===== src/psm_pkg.sv =====
package psm_pkg;
    // ************************************************
    // Power control register layout and reset values
    // ************************************************
    localparam int IDLE_BIT = 0;
    localparam int PD_BIT = 1;
    localparam int GF0_BIT = 2;
    localparam int GF1_BIT = 3;
    localparam logic [7:0] PCR_RESET = 8'h00;
    localparam logic [7:0] PCR_WMASK = 8'h0F;
    // Machine cycle is 12 oscillator periods
    localparam int OSC_PER_MC = 12;
    localparam int RST_MC_IDLE = 2;
    localparam int RST_CYC_IDLE = RST_MC_IDLE * OSC_PER_MC;

    typedef enum logic [1:0] {PSM_RUN, PSM_IDLE, PSM_PD} psm_mode_t;

    // Pin group carried as one bundle
    typedef struct packed {
        logic ale;
        logic program_store_strobe;
        logic [7:0] p0_out;
        logic p0_oe;
        logic [7:0] p2_out;
        logic [7:0] p3_out;
    } psm_pins_t;
endpackage


===== src/psm_gate.sv =====
module psm_gate (
    input wire logic i_ref_clk,
    input wire logic i_rst_n,
    input wire logic i_run,
    output logic o_en
);
    // ************************************************
    // Registered clock enable for a gated domain
    // ************************************************
    logic en_q;
    logic en_d;

    // Next enable
    always_comb
    begin
        en_d = i_run;
    end

    // Register
    always_ff @(posedge i_ref_clk)
    begin
        if (!i_rst_n)
            en_q <= 1'b1;
        else
            en_q <= en_d;
    end

    assign o_en = en_q;
endmodule


===== src/psm_hold.sv =====
module psm_hold #(
    parameter int W = 8
) (
    input wire logic i_ref_clk,
    input wire logic i_rst_n,
    input wire logic i_ce,
    input wire logic i_capture,
    input wire logic [W-1:0] i_val,
    output logic [W-1:0] o_val
);
    // ************************************************
    // Holds a value captured on a strobe
    // ************************************************
    logic [W-1:0] val_q;
    logic [W-1:0] val_d;

    // Capture select
    always_comb
    begin
        val_d = i_capture ? i_val : val_q;
    end

    // Register
    always_ff @(posedge i_ref_clk)
    begin
        if (!i_rst_n)
            val_q <= '0;
        else if (i_ce)
            val_q <= val_d;
    end

    assign o_val = val_q;
endmodule


===== src/psm_ctrl.sv =====
module psm_ctrl (
    input wire logic i_ref_clk,
    input wire logic i_rst_n,
    input wire logic i_ce,
    input wire logic i_pcr_we,
    input wire logic [7:0] i_pcr_wdata,
    input wire logic i_instr_done,
    input wire logic i_irq_pending,
    input wire logic i_ext_code,
    input wire logic i_ale,
    input wire logic i_program_store_strobe,
    input wire logic [7:0] i_p0_latch,
    input wire logic [7:0] i_p2_latch,
    input wire logic [7:0] i_p2_addr,
    input wire logic [7:0] i_p3_out,
    input wire logic [7:0] i_p0_bus,
    input wire logic i_p0_bus_oe,
    input wire logic i_ext_bus_act,
    output logic [7:0] o_pcr,
    output logic o_cpu_clk_en,
    output logic o_periph_clk_en,
    output logic o_wdt_clk_en,
    output logic o_osc_en,
    output logic [1:0] o_mode,
    output psm_pkg::psm_pins_t o_pins
);
    // ************************************************
    // Power control register and mode state
    // ************************************************
    logic [7:0] pcr_q;
    logic [7:0] pcr_d;
    psm_pkg::psm_mode_t mode_q;
    psm_pkg::psm_mode_t mode_d;
    logic pend_q;
    logic pend_d;
    logic ext_q;
    logic ext_d;
    logic [7:0] wr_eff;
    logic run_cpu;
    logic [7:0] p3_held;
    psm_pkg::psm_pins_t pins_q;
    psm_pkg::psm_pins_t pins_d;

    // Byte write replaces register, only low nibble writable
    always_comb
    begin
        wr_eff = i_pcr_wdata & psm_pkg::PCR_WMASK;
    end

    // Next register and mode
    always_comb
    begin
        pcr_d = pcr_q;
        mode_d = mode_q;
        pend_d = pend_q;
        ext_d = ext_q;
        case (mode_q)
            psm_pkg::PSM_RUN:
            begin
                if (i_pcr_we)
                begin
                    pcr_d = wr_eff;
                    pend_d = wr_eff[psm_pkg::IDLE_BIT] | wr_eff[psm_pkg::PD_BIT];
                end
                // Mode taken once the setting instruction completes
                if (pend_q && i_instr_done)
                begin
                    pend_d = 1'b0;
                    ext_d = i_ext_code;
                    if (pcr_q[psm_pkg::PD_BIT])
                        mode_d = psm_pkg::PSM_PD;
                    else if (pcr_q[psm_pkg::IDLE_BIT])
                        mode_d = psm_pkg::PSM_IDLE;
                end
            end
            psm_pkg::PSM_IDLE:
            begin
                // Enabled interrupt resumes the CPU
                if (i_irq_pending)
                begin
                    mode_d = psm_pkg::PSM_RUN;
                    pcr_d[psm_pkg::IDLE_BIT] = 1'b0;
                end
            end
            psm_pkg::PSM_PD:
            begin
                mode_d = psm_pkg::PSM_PD;
            end
            default:
            begin
                mode_d = psm_pkg::PSM_RUN;
            end
        endcase
    end

    // State registers; reset ends either mode
    always_ff @(posedge i_ref_clk)
    begin
        if (!i_rst_n)
        begin
            pcr_q <= psm_pkg::PCR_RESET;
            mode_q <= psm_pkg::PSM_RUN;
            pend_q <= 1'b0;
            ext_q <= 1'b0;
        end
        else if (i_ce)
        begin
            pcr_q <= pcr_d;
            mode_q <= mode_d;
            pend_q <= pend_d;
            ext_q <= ext_d;
        end
    end

    // ************************************************
    // Clock enables
    // ************************************************
    assign run_cpu = (mode_q == psm_pkg::PSM_RUN) && !(pend_q && i_instr_done
        && (pcr_q[psm_pkg::PD_BIT] || pcr_q[psm_pkg::IDLE_BIT]));

    // CPU clock gated from the cycle after the last instruction
    psm_gate u_cpu_gate (
        .i_ref_clk(i_ref_clk),
        .i_rst_n(i_rst_n),
        .i_run(i_ce ? run_cpu : o_cpu_clk_en), // Frozen while clock enable low
        .o_en(o_cpu_clk_en)
    );

    // Enables derived from mode
    always_comb
    begin
        o_osc_en = (mode_q != psm_pkg::PSM_PD);
        o_periph_clk_en = (mode_q != psm_pkg::PSM_PD);
        o_wdt_clk_en = (mode_q == psm_pkg::PSM_RUN);
        o_mode = mode_q;
        o_pcr = pcr_q;
    end

    // ************************************************
    // Pin state
    // ************************************************
    // Captures alternate outputs at power down entry
    psm_hold #(
        .W(8)
    ) u_p3_hold (
        .i_ref_clk(i_ref_clk),
        .i_rst_n(i_rst_n),
        .i_ce(i_ce),
        .i_capture(mode_q != psm_pkg::PSM_PD),
        .i_val(i_p3_out),
        .o_val(p3_held)
    );

    // Pin mux per mode and code location
    always_comb
    begin
        pins_d.ale = i_ale;
        pins_d.program_store_strobe = i_program_store_strobe;
        pins_d.p0_out = i_ext_bus_act ? i_p0_bus : i_p0_latch;
        pins_d.p0_oe = i_ext_bus_act ? i_p0_bus_oe : 1'b1;
        pins_d.p2_out = i_ext_bus_act ? i_p2_addr : i_p2_latch;
        pins_d.p3_out = i_p3_out;
        case (mode_q)
            psm_pkg::PSM_IDLE:
            begin
                pins_d.ale = 1'b1;
                pins_d.program_store_strobe = 1'b1;
                pins_d.p0_out = i_p0_latch;
                pins_d.p0_oe = 1'b1;
                pins_d.p2_out = ext_q ? i_p2_addr : i_p2_latch;
                pins_d.p3_out = i_p3_out;
            end
            psm_pkg::PSM_PD:
            begin
                pins_d.ale = 1'b0;
                pins_d.program_store_strobe = 1'b0;
                pins_d.p0_out = i_p0_latch;
                pins_d.p0_oe = !ext_q;
                pins_d.p2_out = i_p2_latch;
                pins_d.p3_out = p3_held;
            end
            default:
            begin
                pins_d.p3_out = i_p3_out;
            end
        endcase
    end

    // Registered pins
    always_ff @(posedge i_ref_clk)
    begin
        if (!i_rst_n)
            pins_q <= '{ale: 1'b1, program_store_strobe: 1'b1, p0_out: 8'hFF, p0_oe: 1'b0, p2_out: 8'hFF, p3_out: 8'hFF};
        else if (i_ce)
            pins_q <= pins_d;
    end

    assign o_pins = pins_q;
endmodule


===== config.mk =====
export PLATFORM = sky130hd
export DESIGN_NAME = psm_ctrl
export DESIGN_NICKNAME = d
export VERILOG_FILES = /design/src/psm_pkg.sv /design/src/psm_gate.sv /design/src/psm_hold.sv /design/src/psm_ctrl.sv
export SDC_FILE = /design/constraint.sdc
export NUM_CORES = 1
export LEC_CHECK = 0
export BUFFER_PORTS_ARGS = -buffer_cell sky130_fd_sc_hd__buf_2
export CORE_MARGIN = 1
export CORE_UTILIZATION = 38
export DETAILED_ROUTE_END_ITERATION = 10
export PLACE_DENSITY_LB_ADDON = 0.05
export SLEW_MARGIN = 40
export SYNTH_ARGS = -nofsm -noshare
export SYNTH_HDL_FRONTEND = slang
export SYNTH_SLANG_ARGS = --single-unit
export TNS_END_PERCENT = 20

===== constraint.sdc =====
create_clock -name i_ref_clk -period 2.1 [get_ports i_ref_clk]
set_input_delay 0.42 -clock i_ref_clk [delete_from_list [all_inputs] [get_ports i_ref_clk]]
set_output_delay 0.42 -clock i_ref_clk [all_outputs]
set_load 0.01 [all_outputs]

# Yosys cells after proc, flatten, opt, wreduce, memory -nomap -nowiden
# Index checks and enable logic that the tools add are counted.
# totals
regBits	44
inputBits	59
output_inout_bits	41
# op_classes
n_eq_ne	7
mux	16
n_bitwise	1
n_reduce_logical	15
# ops
operator	count
19-bit one-hot mux with 2 select lines	1
8-bit two-way mux	4
3-bit AND reduction	3
2-bit two-way mux	4
4-bit AND reduction	2
2-bit != test, second input constant	3
2-bit one-hot mux with 3 select lines	1
1-bit two-way mux	5
2-bit nonzero test	2
1-bit logical AND	3
3-bit by 1-bit != test with 1-bit output, second input constant	1
2-bit by 1-bit == test with 1-bit output, second input constant	1
2-bit == test, second input constant	1
1-bit zero test	2
2-bit zero test	1
2-bit by 1-bit != test with 1-bit output, second input constant	1
1-bit one-hot mux with 2 select lines	1
2-bit AND reduction	1
1-bit logical OR	1
1-bit OR	1

# Logic depth before layout (Yosys ltp)
# Gate-level depths: netlist of the first run.
# logic_depth
ltp_word	4
depth_mapped	8

# Cells and area by module
# From an unflattened synthesis of the first run, not the netlist that was laid out.
# hier_totals
hier_cells	273
area_unflattened_um2	2419.8
# modules_own_cells
module	instances	cells_per_inst	area_each_um2	seq_area_each_um2
psm_ctrl	1	233	2034.5	700.7
psm_hold	1	38	359.1	160.2
psm_gate	1	2	26.3	20.0

# Worst setup path before layout of the first run
# Ideal clock, no wire load.
# synth_path
kind	register -> register
startpoint	reg mode_q[0] (netlist: o_mode[0])
endpoint	reg pins_q (netlist bit o_pins[17])
setup_ns	0.139
t_arrival_ns	1.659
required_time_ns	1.961
slack_ns	0.302
stages_incl_launch_ff	8
n_path_buf	1
period_less_slack_ns	1.798
path_cell_list	dfxtp_1 inv_1 ha_1 or3b_1 and3_1 buf_6 nand2_1 o2111ai_1
# synth_between
elab_chain_cells	2
# synth_lines
element	line_no	source
from (decl)	psm_ctrl.sv:32	psm_pkg::psm_mode_t mode_q;
from (signal assigned)	psm_ctrl.sv:102	mode_q <= psm_pkg::PSM_RUN;
from (signal assigned)	psm_ctrl.sv:109	mode_q <= mode_d;
2-bit == test / 2-bit by 1-bit == test with 1-bit output (equally long branches)	psm_ctrl.sv:163	case (mode_q)
19-bit one-hot mux with 2 select lines *	psm_ctrl.sv:163	
to (signal assigned)	psm_ctrl.sv:193	pins_q <= '{ale: 1'b1, program_store_strobe: 1'b1, p0_out: 8'hFF, p0_oe: 1'b0, p2_out: 8'hFF, p3_out: 8'hFF};
to (signal assigned)	psm_ctrl.sv:195	pins_q <= pins_d;
to (decl)	psm_ctrl.sv:41	psm_pkg::psm_pins_t pins_q;
# Mark *: on every way between the ends. The rest lies on a longest branch, timed or not.
# A chain may end at the register's enable or synchronous reset.

# Worst setup path in the final report of the first run
# layout_path
startpoint	reg mode_q[0] (netlist: o_mode[0])
endpoint	reg pins_q (netlist bit o_pins[16])
# The elaborated chain is that of the path after synthesis.

==> out/qor.csv, run 1 <==
metric,value,unit
crit path DAT,2.05,ns
DRC viols,0,
Die X,80.4,um
"Setup violations, final",0,
reported net switching power,498,uW
Reg area,881,um2
PwrDens,606,nW/um2
vias in the first global route,1841,
"critical path fanouts, max",13,
Async SR Flop Fraction,0,
post-synth cell types,32,
most common cell in the synthesized netlist,dfxtp_1,
register area share after synthesis,0.377,
VDD IR-drop max,0.284,mV
yosys warns,0,
Post-CTS Setup Bufs,0,
CP startpoint kind,flip-flop,
Buffers on Ports,91,
post-layout util,0.494,
crit path cell chain,inv_1 -> ha_1 -> buf_4 -> clkinvlp_4 -> nor3_1 -> o22ai_1 -> and2_1,
area share of the largest cell type after synthesis,0.377,
Main synth FF type,dfxtp_1,
Pint,1.27,mW
crit path capture type,flip-flop,
root buffer cell,clkbuf_8,
Worst Skew,0.0123,ns
die area,6470,um2
Synth Area per Inst,8.82,um2
post-route ant nets,0,
Tot Pwr,1.77,mW
Final Hold Viols,0,
largest net degree at the start of global routing,45,
nets@finish,415,
Post-Place Setup Slack,0.194,ns
most instantiated cells after synthesis,"dfxtp_1 (44), nand2_1 (32), mux2i_1 (25), o21ai_0 (22), inv_1 (20)",
Post-DP Area,2830,um2
cell leakage power,1.36,nW
fin. max-slew vios,0,
Layout area overhead,25.0,%
WP data required,2.30,ns
Comb power frac,0.175,
Total Routing Usage GR,0.180,
Post-synth EDFFs,0,
routed vias/inst,4.90,
Top Ports,100,
"Hold-fix buffers, CTS",0,
final std cells w/o fill,426,
synthesized area,2340,um2
Final HPWL DP,3870,um
multi-input gate area in the final layout,1250,um2
Routed WL per cell,12.9,um
setup TNS,0,ns
"Reg clk slew, reported paths",0.09,ns
Fillers,608,
Seq pwr share,0.514,
Yosys reg bits,44,
Worst-Skew Late Latency,0.30,ns
num rows,28,
post-route cell area,2920,um2
drt pass-1 iters,4,
clock tree sinks,44,
# Max-Cap Violations,0,
clk buf depth,2,
Fmax,542,MHz
CP max stage cell,dfxtp_1,
n_diodes,0,
Fin Hold WS,0.319,ns
total CTS buffers,5,
Clock power frac,0.311,
Synth area leaders,"dfxtp_1 (38%), mux2i_1 (11%), mux2_2 (7.7%), nand2_1 (5.1%), o21ai_0 (4.7%)",
top cell type by total area after synthesis,dfxtp_1,
CTS tree,done,
gpl congestion,0.683,
status,"complete, no violations",
core area,5920,um2
"slowest stage delay, CP",0.40,ns
Final Cycle Share,0.878,
unrepaired setup endpoints after global routing,no,
Via Count,2089,
switching part of the total,0.281,
Starting Density,0.395,
Setup Crit Path Kind,flip-flop to flip-flop,
Post-Synthesis Cells,265,
HP Class,input pin to flip-flop,
fin crit period,1.84,ns
setup ws final,0.256,ns
layout cells sized above 1,0.365,
CTS H-Tree Depth,2,
Routed WL,5480,um
DRT iter0 DRCs,61,
Die Ht,80.4,um
total gr overflow,0,
Placed Instances,418,
initial antenna violation count,0,
first-pass GRT wire length,8990,um
==> cell usage in the layout, fill, tap and decap left out, types with 2 or more instances in the layout <==
| cell | count |
|---|---|
| nand3_1 | 11 |
| mux2_2 | 16 |
| o21ai_0 | 22 |
| o221ai_1 | 8 |
| inv_1 | 20 |
| ha_1 | 6 |
| mux2i_1 | 25 |
| and3_1 | 2 |
| clkinvlp_4 | 2 |
| o2111ai_1 | 8 |
| dfxtp_1 | 44 |
| clkbuf_8 | 5 |
| nor2b_1 | 17 |
| buf_4 | 10 |
| buf_2 | 91 |
| conb_1 | 4 |
| nand2_1 | 32 |
| nand2b_1 | 5 |
| a221oi_1 | 8 |
| a21oi_1 | 2 |
==> path summary, 6_finish.rpt <==
kind,start,endpoint,slack [ns],cells after the start
worst min-delay path,i_p0_latch[0],o_pins[17],0.32,3
worst min register to register,o_pins[25],o_pins[25],0.48,2
worst max register to register,o_mode[0],o_pins[16],0.26,7
worst max-delay path,o_mode[0],o_pins[16],0.26,7
==> kinds of logic after synthesis <==
kind of cell / after synthesis / synth area share
AND/OR/NAND/NOR: 74 / 0.158
AO/OA/AOI/OAI: 52 / 0.152
buffers and inverters: 47 / 0.0952
flip-flops: 44 / 0.377
multiplexers: 41 / 0.184
adder cells (fa/ha/maj): 6 / 0.0321
other: 1 / 0.00160
==> layout make-up <==
cell class              count  area share
inverters                  21      0.0282
well taps                  75      0.0321
clock inverters             3     0.00727
multi-input cells         177       0.426
flip-flops and latches     44       0.301
repair buffers            101       0.181
clock buffers               5      0.0235
==> sequential cells by signal (all words and copies together), names as in the netlist <==
register         flops
o_mode               2
pend_q               1
o_pcr                4
u_p3_hold.o_val      8
o_pins              27
ext_q                1
u_cpu_gate.o_en      1
==> layer usage <==
metal	track usage	share of wire	up-vias	wire [um]
met5	0	0	-	0
met4	0.0482	0.011	0	60
met3	0.0523	0.072	5	396
met2	0.292	0.43	62	2350
met1	0.231	0.49	934	2680
li1	-	-	1088	-
==> what timing repair did <==
item / 4_1_cts / 5_1_grt
hold endpoints to repair: 0 / 0
gates resized for setup: 0 / 1
setup endpoints to repair: 0 / 6
==> worst max-delay path, delay by kind of cell, from the launching register on <==
family | cells | cell delay, ns
buf+inv | 3 | 0.52
simple gates | 2 | 0.41
flops | 1 | 0.40
fa+ha+maj | 1 | 0.31
compound gates | 1 | 0.11
==> power by group through the flow <==
stage          sequential [mW]  combinational [mW]  clock (mW)
2_1_floorplan            0.948               0.175           0
3_3_place_gp             0.930               0.312           0
3_5_place_dp             0.930               0.314           0
4_1_cts                  0.912               0.315       0.574
5_1_grt                  0.919               0.351       0.614
6_report                 0.911               0.311       0.551
No activity file was read; power rests on OpenSTA's default activity.
==> inputs of run 2 (changes only) <==
Settings changed: CELL_PAD_IN_SITES_DETAIL_PLACEMENT from default to 1, CELL_PAD_IN_SITES_GLOBAL_PLACEMENT from default to 1, CORE_UTILIZATION 38 to 34.
==> run 2 against run 1 <==
Against the previous run: setup slack lost 0.061 ns; register-to-register slack lost 0.06 ns; worst hold slack is essentially flat; largest power group unchanged; clock skew shrank 0.0067 ns; highest routed layer unchanged; via count grew 4.4%; critical endpoint unchanged; the run now ends with design-rule violations left.
==> out/qor.csv, run 2 (synthesis results as in run 1) <==
metric,value,unit
Slew HR,0.656,
"slowest stage delay, CP",0.41,ns
die area,7210,um2
crit path DAT,2.11,ns
"Reg clk slew, reported paths",0.09,ns
Final HPWL DP,4440,um
Via Count,2181,
gpl congestion,0.669,
Routed WL per cell,14.3,um
first-pass GRT wire length,10100,um
total CTS buffers,5,
Tot Pwr,1.77,mW
Fmax,525,MHz
crit path cell chain,inv_1 -> ha_1 -> buf_4 -> clkinv_1 -> nor3_1 -> o22ai_1 -> and2_1,
clock tree sinks,44,
"most common cell after layout, fill and taps aside",buf_2,
routed vias/inst,5.08,
Final Cycle Share,0.907,
switching part of the total,0.279,
Final Hold Viols,0,
Placed Instances,421,
Starting Density,0.360,
core area,6490,um2
Setup Crit Path Kind,flip-flop to flip-flop,
failing checks,design-rule violations,
largest net degree at the start of global routing,45,
VDD IR-drop max,0.229,mV
n_diodes,0,
initial antenna violation count,0,
CTS tree,done,
nets@finish,416,
reported net switching power,494,uW
Die X,84.9,um
Worst Skew,0.00564,ns
vias in the first global route,2163,
Routed WL,6130,um
WP data required,2.31,ns
Fillers,825,
HP Class,input pin to flip-flop,
post-route cell area,2930,um2
unrepaired setup endpoints after global routing,no,
Post-CTS Setup Bufs,0,
fin crit period,1.90,ns
Layout area overhead,25.1,%
drt pass-1 iters,10,
post-route ant nets,0,
"critical path fanouts, max",9,
Die Ht,84.9,um
# Max-Cap Violations,0,
max FFs per register,27,
setup TNS,0,ns
DRC viols,6,
Total Routing Usage GR,0.177,
final std cells w/o fill,429,
Tightest Pin Transition,0.515,ns
CTS H-Tree Depth,2,
Comb power frac,0.178,
Worst-Skew Late Latency,0.30,ns
Pint,1.28,mW
clk buf depth,2,
root buffer cell,clkbuf_8,
flop2flop setup slack,0.20,ns
"Setup violations, final",0,
Post-DP Area,2840,um2
fin. max-slew vios,0,
crit path capture type,flip-flop,
post-CTS sizing,0,
"Hold-fix buffers, CTS",0,
CP startpoint kind,flip-flop,
Buffers on Ports,91,
PwrDens,606,nW/um2
Clock power frac,0.307,
Fin Hold WS,0.319,ns
status,"complete, but fails checks",
layout cells sized above 1,0.358,
num rows,29,
total gr overflow,0,
Top Ports,100,
DRT iter0 DRCs,68,
CP max stage cell,dfxtp_1,
most frequent cells in the layout,"buf_2 (91), dfxtp_1 (44), nand2_1 (32)",
cell leakage power,1.37,nW
Seq pwr share,0.515,
-- run 2: critical path, delay by kind of cell (launching register included) --
family	cells	cell delay (ns)
AO/OA/AOI/OAI	1	0.10
flip-flops	1	0.41
AND/OR/NAND/NOR	2	0.44
adder cells (fa/ha/maj)	1	0.34
buffers and inverters	3	0.52
-- run 2: stage by stage --
stage                     setup slack [ns]   util
final                                0.195  0.450
after floorplan                      0.302      -
after global placement               0.230  0.437
after global routing              0.000308  0.450
after CTS                            0.154  0.450
after detailed placement             0.168  0.437
-- run 2: power by group through the flow --
| stage | logic (mW) | registers, mW | clock network, mW |
|---|---|---|---|
| finish | 0.315 | 0.913 | 0.544 |
| global route | 0.354 | 0.920 | 0.593 |
| CTS | 0.322 | 0.914 | 0.571 |
| detailed placement | 0.321 | 0.933 | 0 |
| global placement | 0.315 | 0.931 | 0 |
| floorplan | 0.175 | 0.948 | 0 |
-- run 2: worst paths after layout --
check	startpoint	to	cells after the start
hold / removal	i_p0_latch[4]	o_pins[21]	3
hold reg to reg	o_pins[7]	o_pins[7]	2
setup reg to reg	o_mode[0]	o_pins[16]	7
setup / recovery	o_mode[0]	o_pins[16]	7
-- run 2: routing by layer --
metal | wire (um) | global-route usage
met5 | 0 | 0
met2 | 2950 | 0.315
met1 | 2790 | 0.213
met3 | 313 | 0.0379
met4 | 85 | 0.0570
-- run 2: cell type report --
class / instances / area [um2] / area share
inverters: 21 / 78.8 / 0.0269
clock buffers: 7 / 76.3 / 0.0261
multi-input cells: 177 / 1250 / 0.426
repair buffers: 102 / 538 / 0.184
well taps: 77 / 96.3 / 0.0329
clock inverters: 1 / 8.76 / 0.00299
flip-flops and latches: 44 / 881 / 0.301
